<file path="config.mk">
export PLATFORM = sky130hd
export DESIGN_NAME = wrx_link
export DESIGN_NICKNAME = d
export VERILOG_FILES = /design/src/verilog/wrx_pkg.sv /design/src/verilog/wrx_byte_if.sv /design/src/verilog/wrx_buf2.sv /design/src/verilog/wrx_ask_enc.sv /design/src/verilog/wrx_link.sv
export SDC_FILE = /design/constraint.sdc
export NUM_CORES = 1
export LEC_CHECK = 0
export BUFFER_PORTS_ARGS = -buffer_cell sky130_fd_sc_hd__buf_2
export CAP_MARGIN = 20
export CELL_PAD_IN_SITES_DETAIL_PLACEMENT = 1
export CELL_PAD_IN_SITES_GLOBAL_PLACEMENT = 1
export CORE_AREA = 2 2 164 166
export DETAILED_ROUTE_END_ITERATION = 8
export DIE_AREA = 0 0 166 168
export GPL_ROUTABILITY_DRIVEN = 0
export GPL_TIMING_DRIVEN = 0
export HOLD_SLACK_MARGIN = 0.1
export PLACE_DENSITY_LB_ADDON = 0.1
export SYNTH_ARGS = -nofsm -noshare
export SYNTH_HDL_FRONTEND = slang
export SYNTH_SLANG_ARGS = --single-unit
</file>
<file path="constraint.sdc">
create_clock -name ref_clk -period 8.75 [get_ports ref_clk]
set_clock_uncertainty 0.1 [all_clocks]
set_input_delay 1.3125 -clock ref_clk [delete_from_list [all_inputs] [get_ports ref_clk]]
set_output_delay 1.3125 -clock ref_clk [all_outputs]
set_load 0.02 [all_outputs]
</file>
<file path="src/verilog/wrx_pkg.sv">
// Constants and types for the wireless power receiver link
package wrx_pkg;
  localparam int CLK_HZ = 100_000_000;
  localparam int ASK_BIT_HZ = 2000;
  localparam int ASK_HALF_CYC = CLK_HZ / (2 * ASK_BIT_HZ);
  localparam int ACK_WAIT_MS = 20;
  localparam int ACK_WAIT_CYC = (CLK_HZ / 1000) * ACK_WAIT_MS;
  localparam int OSC_KHZ = 60000;
  localparam logic [15:0] SHIFT_TICKS = 16'h0003;
  localparam logic [15:0] SHIFT_TOL = SHIFT_TICKS - 16'h0001;
  localparam logic [8:0] HALF_CYCLES = 9'h100;
  localparam logic [9:0] START_CYCLES = 10'h200;
  localparam logic [3:0] ASK_BYTE_BITS = 4'hB;
  localparam logic [3:0] FSK_BYTE_BITS = 4'hA;
  localparam logic [4:0] PREAMBLE_BITS = 5'h0B;
  localparam int WAIT_W = 24;
  localparam logic [7:0] HDR_STRENGTH = 8'h01;
  localparam logic [7:0] HDR_END = 8'h02;
  localparam logic [7:0] HDR_CTRL = 8'h03;
  localparam logic [7:0] HDR_POWER = 8'h04;
  localparam logic [7:0] HDR_NEGO = 8'h07;
  localparam logic [7:0] HDR_CONFIG = 8'h51;
  localparam int RSP_ACCEPT_BIT = 0;
  localparam int RSP_FOREIGN_BIT = 1;
  typedef enum logic [7:0] {
    PH_OFF = 8'h01, PH_PING = 8'h02, PH_IDCFG = 8'h04, PH_WAITACK = 8'h08,
    PH_NEGO = 8'h10, PH_CALIB = 8'h20, PH_XFER = 8'h40, PH_ENDING = 8'h80
  } wrx_phase_t;
  typedef enum logic [1:0] {FS_HUNT = 2'h1, FS_BITS = 2'h2} wrx_fsk_t;
  typedef enum logic [2:0] {AS_IDLE = 3'h1, AS_PRE = 3'h2, AS_BITS = 3'h4} wrx_ask_t;
endpackage : wrx_pkg

</file>
<file path="src/verilog/wrx_byte_if.sv">
// Byte stream carrier between the link's own modules
`timescale 1ns/1ps
interface wrx_byte_if;
  logic valid;
  logic ready;
  logic first;
  logic [7:0] data;
  modport src (output valid, output first, output data, input ready);
  modport snk (input valid, input first, input data, output ready);
endinterface : wrx_byte_if

</file>
<file path="src/verilog/wrx_buf2.sv">
// Two-entry byte buffer between packet builder and modulator
`timescale 1ns/1ps
module wrx_buf2 (
  input logic ref_clk,
  input logic rst,
  input logic ce,
  wrx_byte_if.snk in_if,
  wrx_byte_if.src out_if
);
  typedef struct packed {
    logic [1:0][8:0] mem;
    logic wp;
    logic rp;
    logic [1:0] cnt;
  } wrx_buf_st_t;
  wrx_buf_st_t s;
  wrx_buf_st_t n;
  logic wr;
  logic rd;
  assign in_if.ready = ce && (s.cnt != 2'h2);
  assign out_if.valid = ce && (s.cnt != 2'h0);
  assign out_if.first = s.mem[s.rp][8];
  assign out_if.data = s.mem[s.rp][7:0];
  assign wr = in_if.valid && in_if.ready;
  assign rd = out_if.valid && out_if.ready;
  always_comb begin
    n = s;
    if (wr) begin
      n.mem[s.wp] = {in_if.first, in_if.data};
      n.wp = !s.wp;
    end
    if (rd) begin
      n.rp = !s.rp;
    end
    if (wr && !rd) begin
      n.cnt = s.cnt + 2'h1;
    end else if (rd && !wr) begin
      n.cnt = s.cnt - 2'h1;
    end
  end
  always_ff @(posedge ref_clk or posedge rst) begin
    if (rst) begin
      s <= '0;
    end else begin
      s <= n;
    end
  end
endmodule : wrx_buf2

</file>
<file path="src/verilog/wrx_ask_enc.sv">
// Uplink bi-phase load modulator
`timescale 1ns/1ps
module wrx_ask_enc #(
  parameter int HALF_CYC = wrx_pkg::ASK_HALF_CYC
) (
  input logic ref_clk,
  input logic rst,
  input logic ce,
  wrx_byte_if.snk byte_if,
  output logic coil_node_a_switch,
  output logic coil_node_b_switch
);
  typedef struct packed {
    wrx_pkg::wrx_ask_t st;
    logic level;
    logic half;
    logic [15:0] hcnt;
    logic [10:0] sh;
    logic [3:0] nbit;
    logic [4:0] npre;
  } wrx_ask_st_t;
  wrx_ask_st_t s;
  wrx_ask_st_t n;
  logic tick;
  logic bitval;
  assign tick = s.hcnt == 16'(HALF_CYC - 1);
  assign bitval = (s.st == wrx_pkg::AS_PRE) || s.sh[0];
  assign byte_if.ready = ce && (s.st == wrx_pkg::AS_IDLE);
  assign coil_node_a_switch = s.level;
  assign coil_node_b_switch = s.level;
  always_comb begin
    n = s;
    if (ce) begin
      unique case (s.st)
        wrx_pkg::AS_IDLE: begin
          n.hcnt = 16'h0000;
          n.half = 1'b0;
          if (byte_if.valid) begin
            n.sh = {1'b1, ~^byte_if.data, byte_if.data, 1'b0};
            n.level = !s.level;
            n.nbit = 4'h0;
            n.npre = 5'h00;
            n.st = byte_if.first ? wrx_pkg::AS_PRE : wrx_pkg::AS_BITS;
          end else begin
            n.level = 1'b0;
          end
        end
        default: begin
          n.hcnt = tick ? 16'h0000 : s.hcnt + 16'h0001;
          if (tick && !s.half) begin
            n.half = 1'b1;
            if (bitval) begin
              n.level = !s.level;
            end
          end else if (tick) begin
            n.half = 1'b0;
            if (s.st == wrx_pkg::AS_PRE) begin
              n.level = !s.level;
              if (s.npre == wrx_pkg::PREAMBLE_BITS - 5'h01) begin
                n.st = wrx_pkg::AS_BITS;
              end else begin
                n.npre = s.npre + 5'h01;
              end
            end else if (s.nbit == wrx_pkg::ASK_BYTE_BITS - 4'h1) begin
              n.st = wrx_pkg::AS_IDLE;
            end else begin
              n.level = !s.level;
              n.nbit = s.nbit + 4'h1;
              n.sh = {1'b0, s.sh[10:1]};
            end
          end
        end
      endcase
    end
  end
  always_ff @(posedge ref_clk or posedge rst) begin
    if (rst) begin
      s <= '0;
      s.st <= wrx_pkg::AS_IDLE;
    end else begin
      s <= n;
    end
  end
endmodule : wrx_ask_enc

</file>
<file path="src/verilog/wrx_link.sv">
// Top of the receiver communication link: phases, packets, downlink decode
`timescale 1ns/1ps
module wrx_link #(
  parameter int ASK_HALF_CYC = wrx_pkg::ASK_HALF_CYC,
  parameter int ACK_WAIT_CYC = wrx_pkg::ACK_WAIT_CYC
) (
  input logic ref_clk,
  input logic rst,
  input logic ce,
  input logic above_lockout,
  input logic power_sig,
  input logic osc_tick,
  input logic [7:0] signal_strength,
  input logic [7:0] config_msg,
  input logic nego_req,
  input logic [7:0] nego_msg,
  input logic [7:0] rectified_voltage,
  input logic [7:0] rectified_target,
  input logic [7:0] received_power,
  input logic ept_req,
  input logic [7:0] end_code,
  output logic rails_enable,
  output logic output_linear_regulator_en,
  output logic coil_node_a_switch,
  output logic coil_node_b_switch,
  output logic contract_5w,
  output logic foreign_object_detection_flag,
  output logic [7:0] phase_code,
  output logic [7:0] fsk_byte,
  output logic fsk_byte_valid,
  output logic fsk_parity_err
);

  // ----------------------------------------
  // State
  // ----------------------------------------
  typedef struct packed {
    wrx_pkg::wrx_phase_t phase;
    logic sent;
    logic busy;
    logic [1:0] pos;
    logic [7:0] hdr;
    logic [7:0] msg;
    logic [wrx_pkg::WAIT_W-1:0] wcnt;
    logic rails_en;
    logic ldo_en;
    logic c5w;
    logic foreign;
    logic alt;
    logic prev_sig;
    logic [15:0] per;
    logic [15:0] ref_per;
    wrx_pkg::wrx_fsk_t fst;
    logic [9:0] run;
    logic [8:0] ccnt;
    logic half;
    logic h1;
    logic [3:0] nbit;
    logic [9:0] sh;
    logic [7:0] rx_byte;
    logic rx_valid;
    logic rx_perr;
  } wrx_link_st_t;

  wrx_link_st_t s;
  wrx_link_st_t n;
  logic cyc;
  logic is_short;
  logic [15:0] per_now;
  logic [9:0] new_sh;
  logic rx_ok;
  logic push;
  logic timeout;
  logic lw;
  logic [7:0] lh;
  logic [7:0] lm;

  wrx_byte_if pk_if ();
  wrx_byte_if tx_if ();

  // ----------------------------------------
  // Control error value
  // ----------------------------------------
  function automatic logic [7:0] ctrl_err(input logic [7:0] tgt, input logic [7:0] meas);
    logic signed [8:0] d;
    d = $signed({1'b0, tgt}) - $signed({1'b0, meas});
    if (d > 9'sh07F) begin
      ctrl_err = 8'h7F;
    end else if (d < -9'sh080) begin
      ctrl_err = 8'h80;
    end else begin
      ctrl_err = d[7:0];
    end
  endfunction : ctrl_err

  // ----------------------------------------
  // Downlink period measurement
  // ----------------------------------------
  assign cyc = power_sig && !s.prev_sig;
  assign per_now = s.per + {15'h0000, osc_tick};
  assign is_short = ({1'b0, per_now} + {1'b0, wrx_pkg::SHIFT_TOL}) <= {1'b0, s.ref_per};
  assign new_sh = {is_short != s.h1, s.sh[9:1]};
  assign rx_ok = (^new_sh[8:0]) && new_sh[9];

  // ----------------------------------------
  // Packet builder handshake
  // ----------------------------------------
  assign push = s.busy && pk_if.ready;
  assign pk_if.valid = s.busy;
  assign pk_if.first = s.pos == 2'h0;
  assign pk_if.data = (s.pos == 2'h0) ? s.hdr :
                      (s.pos == 2'h1) ? s.msg : (s.hdr ^ s.msg);
  assign timeout = s.wcnt == wrx_pkg::WAIT_W'(ACK_WAIT_CYC - 1);

  // ----------------------------------------
  // Next state
  // ----------------------------------------
  always_comb begin
    n = s;
    lw = 1'b0;
    lh = 8'h00;
    lm = 8'h00;
    if (ce) begin
      n.rx_valid = 1'b0;
      n.rx_perr = 1'b0;
      n.prev_sig = power_sig;
      if (cyc) begin
        n.per = 16'h0000;
        if (!is_short) begin
          n.ref_per = per_now;
        end
        unique case (s.fst)
          wrx_pkg::FS_HUNT: begin
            if (!is_short) begin
              n.run = 10'h000;
            end else if (s.run == wrx_pkg::START_CYCLES - 10'h001) begin
              n.fst = wrx_pkg::FS_BITS;
              n.ccnt = 9'h000;
              n.half = 1'b0;
              n.nbit = 4'h0;
            end else begin
              n.run = s.run + 10'h001;
            end
          end
          wrx_pkg::FS_BITS: begin
            n.ccnt = s.ccnt + 9'h001;
            if (s.ccnt == wrx_pkg::HALF_CYCLES - 9'h001) begin
              n.ccnt = 9'h000;
              n.half = !s.half;
              if (!s.half) begin
                n.h1 = is_short;
              end else begin
                n.sh = new_sh;
                n.nbit = s.nbit + 4'h1;
                if (s.nbit == wrx_pkg::FSK_BYTE_BITS - 4'h1) begin
                  n.fst = wrx_pkg::FS_HUNT;
                  n.run = 10'h000;
                  n.rx_byte = new_sh[7:0];
                  n.rx_valid = rx_ok;
                  n.rx_perr = !rx_ok;
                end
              end
            end
          end
          default: begin
            n.fst = wrx_pkg::FS_HUNT;
          end
        endcase
      end else begin
        n.per = per_now;
      end

      if (push) begin
        if (s.pos == 2'h2) begin
          n.busy = 1'b0;
        end else begin
          n.pos = s.pos + 2'h1;
        end
      end

      if (!above_lockout) begin
        n.phase = wrx_pkg::PH_OFF;
        n.rails_en = 1'b0;
        n.ldo_en = 1'b0;
        n.busy = 1'b0;
        n.sent = 1'b0;
        n.c5w = 1'b0;
        n.foreign = 1'b0;
      end else begin
        unique case (s.phase)
          wrx_pkg::PH_OFF: begin
            n.rails_en = 1'b1;
            n.phase = wrx_pkg::PH_PING;
            n.sent = 1'b0;
          end
          wrx_pkg::PH_PING: begin
            if (!s.sent) begin
              lw = 1'b1;
              lh = wrx_pkg::HDR_STRENGTH;
              lm = signal_strength;
              n.sent = !s.busy;
            end else if (!s.busy) begin
              n.phase = wrx_pkg::PH_IDCFG;
              n.sent = 1'b0;
            end
          end
          wrx_pkg::PH_IDCFG: begin
            if (!s.sent) begin
              lw = 1'b1;
              lh = wrx_pkg::HDR_CONFIG;
              lm = config_msg;
              n.sent = !s.busy;
            end else if (!s.busy) begin
              n.phase = wrx_pkg::PH_WAITACK;
              n.sent = 1'b0;
              n.wcnt = '0;
            end
          end
          wrx_pkg::PH_WAITACK: begin
            n.wcnt = s.wcnt + 1'b1;
            if (s.rx_valid && nego_req) begin
              n.phase = wrx_pkg::PH_NEGO;
            end else if (s.rx_valid || timeout) begin
              n.phase = wrx_pkg::PH_XFER;
              n.c5w = 1'b1;
              n.ldo_en = 1'b1;
            end
          end
          wrx_pkg::PH_NEGO: begin
            if (!s.sent) begin
              lw = 1'b1;
              lh = wrx_pkg::HDR_NEGO;
              lm = nego_msg;
              n.sent = !s.busy;
              n.wcnt = '0;
            end else if (!s.busy) begin
              n.wcnt = s.wcnt + 1'b1;
              if (s.rx_valid && s.rx_byte[wrx_pkg::RSP_FOREIGN_BIT]) begin
                n.foreign = 1'b1;
                n.phase = wrx_pkg::PH_ENDING;
                n.sent = 1'b0;
              end else if (s.rx_valid && s.rx_byte[wrx_pkg::RSP_ACCEPT_BIT]) begin
                n.phase = wrx_pkg::PH_CALIB;
                n.c5w = 1'b0;
                n.sent = 1'b0;
              end else if (s.rx_valid || timeout) begin
                n.phase = wrx_pkg::PH_XFER;
                n.c5w = 1'b1;
                n.ldo_en = 1'b1;
                n.sent = 1'b0;
              end
            end
          end
          wrx_pkg::PH_CALIB: begin
            if (!s.sent) begin
              lw = 1'b1;
              lh = wrx_pkg::HDR_POWER;
              lm = received_power;
              n.sent = !s.busy;
            end else if (!s.busy) begin
              n.phase = wrx_pkg::PH_XFER;
              n.ldo_en = 1'b1;
              n.sent = 1'b0;
            end
          end
          wrx_pkg::PH_XFER: begin
            if (ept_req) begin
              n.phase = wrx_pkg::PH_ENDING;
              n.ldo_en = 1'b0;
            end else begin
              lw = 1'b1;
              lh = s.alt ? wrx_pkg::HDR_POWER : wrx_pkg::HDR_CTRL;
              lm = s.alt ? received_power :
                   ctrl_err(rectified_target, rectified_voltage);
              if (!s.busy) begin
                n.alt = !s.alt;
              end
            end
          end
          wrx_pkg::PH_ENDING: begin
            n.ldo_en = 1'b0;
            lw = 1'b1;
            lh = wrx_pkg::HDR_END;
            lm = end_code;
          end
          default: begin
            n.phase = wrx_pkg::PH_OFF;
          end
        endcase
        if (lw && !s.busy) begin
          n.busy = 1'b1;
          n.pos = 2'h0;
          n.hdr = lh;
          n.msg = lm;
        end
      end
    end
  end

  always_ff @(posedge ref_clk or posedge rst) begin
    if (rst) begin
      s <= '0;
      s.phase <= wrx_pkg::PH_OFF;
      s.fst <= wrx_pkg::FS_HUNT;
    end else begin
      s <= n;
    end
  end

  // ----------------------------------------
  // Buffer and modulator
  // ----------------------------------------
  wrx_buf2 u_buf (
    .ref_clk(ref_clk),
    .rst(rst),
    .ce(ce),
    .in_if(pk_if),
    .out_if(tx_if)
  );

  wrx_ask_enc #(
    .HALF_CYC(ASK_HALF_CYC)
  ) u_enc (
    .ref_clk(ref_clk),
    .rst(rst),
    .ce(ce),
    .byte_if(tx_if),
    .coil_node_a_switch(coil_node_a_switch),
    .coil_node_b_switch(coil_node_b_switch)
  );

  // ----------------------------------------
  // Outputs
  // ----------------------------------------
  assign rails_enable = s.rails_en;
  assign output_linear_regulator_en = s.ldo_en;
  assign contract_5w = s.c5w;
  assign foreign_object_detection_flag = s.foreign;
  assign phase_code = s.phase;
  assign fsk_byte = s.rx_byte;
  assign fsk_byte_valid = s.rx_valid;
  assign fsk_parity_err = s.rx_perr;
endmodule : wrx_link

</file>
==> qor.csv <==
metric,value,unit
Final min period,5940,ps
met1 WL,14.8,mm
Max-Cap Viols,0,
final worst path period share,67.8,%
pwr dens,212,mW/mm^2
Syn Area/Cell,8.88,sq um
hold_buf cts,0,
ys flop type,dfrtp_1,
CP arrival,6160,ps
worst min-delay path category,flop to flop,
# resized after CTS,0,
Final HPWL DP,22.5,mm
detailed-route DRC error count,0,
unrepaired setup endpoints after global routing,no,
Die X,166,microns
cell area after synthesis,0.0116,sq mm
Peak VDD IR,135,uV
Final setup viols,0,
post-synthesis sequential area ratio,42.1,%
vias in the first global route,10238,
Final #Nets,1522,
Worst Path Required,8980,ps
ANT cells,0,
site row count,60,
root buf cell,clkbuf_16,
"Worst Path Class, Setup",primary input to flop,
crit path max fanout,10,
Area Overhead vs Synth,13.1,%
core footprint,0.0264,sq mm
final WL,30.7,mm
"top cells by area, synth","dfrtp_1, ha_1, nand2_1, o21ai_0, xnor2_1",
Final Worst Setup Slack,2810,ps
YS warnings,0,
Hold Crit Start,s[61]$_DFFE_PP0P_,
port bufs,86,
TritonCTS clock tree,done,
achievable clock frequency,0.168,GHz
Iter 0 DRT Violations,491,
pre-CTS worst setup slack,2380,ps
utilization after layout,49.8,%
GRT overflow,0,
drt wl/cell,17.4,microns
Tightest Pin Transition,1010,ps
Top Metal Used,met4,
async set-or-reset flop fraction in the synthesized netlist,100,%
CTS Sinks,195,
Pre-antenna DRT Iters,6,
htree depth,4,
Syn Inst Count,1307,
syn nets,1415,
leakage power,0.00572,uW
post-synth top area cell,dfrtp_1,
Bufs on Longest Clock Path,2,
RR Startpoint,s[63]$_DFFE_PP0P_,
global-route usage over all layers,22.5,%
"flops & latches, synth",195,
crit end category,flop,
met2 wire len,14.7,mm
DIE AREA,0.0279,sq mm
first-pass GRT wire length,52.1,mm
startpoint type of the worst setup path,primary input,
initial cell density of the core,44.0,%
Die H,168,microns
routed vias/inst,5.63,
setup bufs post-CTS,0,
initial antenna violation count,0,
CP startpoint,osc_tick,
"Hold Violations, Final",0,
area share of the largest cell type after synthesis,41.4,%
clock latency on the worst-skew pair,440,ps
relative slew slack,31.9,%
layout cells sized above 1,13.6,%
met3 WL,788,microns
I/O pin total,88,
final slew viol count,0,
Inserted Clock Buffers,17,
"CTS clk-pin slew, worst paths",90,ps
setup TNS,0,ps
via count,9957,
Routed Antenna Nets,0,
largest net degree at the start of global routing,113,
Unique masters post-synth,76,
status,"complete, no violations",
Post-synth EDFFs,0,
cells in the mapped netlist (5+ instances only):
cell type,n
buf_1,5
o21a_1,8
nand3_1,50
or3_1,16
ha_1,43
nor2_1,109
and3_1,20
a211o_1,7
nand4_1,23
a21o_1,9
mux2_2,24
or4_1,8
a22oi_1,11
xnor2_1,49
nor2b_1,16
inv_1,79
xor2_1,33
a21oi_1,59
a31oi_1,10
nand2b_1,24
nor4_1,12
dfrtp_1,192
mux2i_1,16
buf_4,17
o21ai_0,96
o31ai_1,19
buf_2,12
nand3b_1,5
a211oi_1,7
and2_1,7
nor3_1,45
o22ai_1,17
a222oi_1,5
clkbuf_1,39
nand2_1,137
critical path: stages:
cell,delay (ps)
buf_2,100
ha_1,170
ha_1,210
clkbuf_1,400
and3_1,290
nand3_1,260
nor2_1,210
xnor2_1,170
nor3_1,390
nand3_1,200
xor2_1,190
ha_1,310
nand2_1,80
nor3_1,300
o31ai_1,140
a31oi_1,220
a31o_2,270
o21ai_0,210
a21o_1,340
a221o_1,380
sequential cells by signal, indices dropped and copies added (netlist names), 8 cells and up:
| name | count |
|---|---|
| fsk_byte | 8 |
| u_buf.s | 22 |
| new_sh | 9 |
| u_enc.s | 40 |
| s | 100 |
| phase_code | 8 |
path summary, 6_finish.rpt:
path                                     end  slack, ps  depth (start not counted)
setup / recovery           s[37]$_DFFE_PP0P_       2810                         20
min in group asynchronous  s[71]$_DFFE_PP0P_        870                          2
hold reg to reg            s[61]$_DFFE_PP0P_        380                          2
max in group asynchronous  s[46]$_DFFE_PP0P_       6670                          3
hold / removal             s[61]$_DFFE_PP0P_        380                          2
setup reg to reg           s[37]$_DFFE_PP0P_       3410                         19
cell usage in the layout, fill, tap and decap left out, types with 5 or more instances in the layout:
| master | n |
|---|---|
| o21ai_0 | 96 |
| buf_2 | 98 |
| nand4_1 | 23 |
| nor2b_1 | 16 |
| xnor2_1 | 49 |
| clkbuf_16 | 17 |
| nor2_1 | 109 |
| xor2_1 | 33 |
| inv_1 | 78 |
| o31ai_1 | 19 |
| and3_1 | 20 |
| a211oi_1 | 7 |
| buf_4 | 18 |
| nor3_1 | 45 |
| a21o_1 | 9 |
| o21a_1 | 8 |
| o22ai_1 | 17 |
| clkinv_8 | 6 |
| and2_1 | 7 |
| mux2i_1 | 16 |
| nor4_1 | 12 |
| clkbuf_1 | 39 |
| a222oi_1 | 5 |
| a211o_1 | 7 |
| or3_1 | 16 |
| nand3b_1 | 5 |
| mux2_2 | 24 |
| nand2_1 | 137 |
| a21oi_1 | 59 |
| nand2b_1 | 24 |
| nand3_1 | 50 |
| a22oi_1 | 11 |
| buf_1 | 5 |
| or4_1 | 8 |
| dfrtp_1 | 192 |
| ha_1 | 43 |
| a31oi_1 | 10 |
per-stage QoR:
step                      area [sq um]  instances  hold slack (ps)  total power [uW]
after global routing             13100       1768              420              2970
after global placement           12500       1734              363              1930
final                            13100       1768              383              2780
after floorplan                  11600       1307              347              1740
after detailed placement         12500       1735              371              1970
after CTS                        13100       1767              390              2810
layout make-up:
cell class                 instances  area, sq um
timing repair buffer              88          465
buffer                            74          358
clock buffer                      17          425
clock inverter                    15          195
sequential                       195         4880
multi-input combinational        959         6060
fill                            3113        13200
tap                              341          427
inverter                          79          304
per-layer routing:
metal | vias to the layer above | GRT usage, %
met3 | 30 | 3.15
met4 | 0 | 5.60
met2 | 124 | 37.7
met5 | - | 0
li1 | 4837 | -
met1 | 4966 | 31.0
cells by family after synthesis:
family,after synthesis,share of synthesized area (%)
fa+ha+maj,44,4.81
mux,40,3.71
flops,195,42.1
xor+xnor,82,6.19
compound gates,294,16.1
simple gates,499,21.5
buf+inv,153,5.64
power by group:
part	switching [uW]	internal, uW	leakage (uW)
combinational	457	327	0.00284
clock	407	413	0.000297
sequential	127	1050	0.00258
total	992	1790	0.00572
Power figures use the tool's default switching activity.
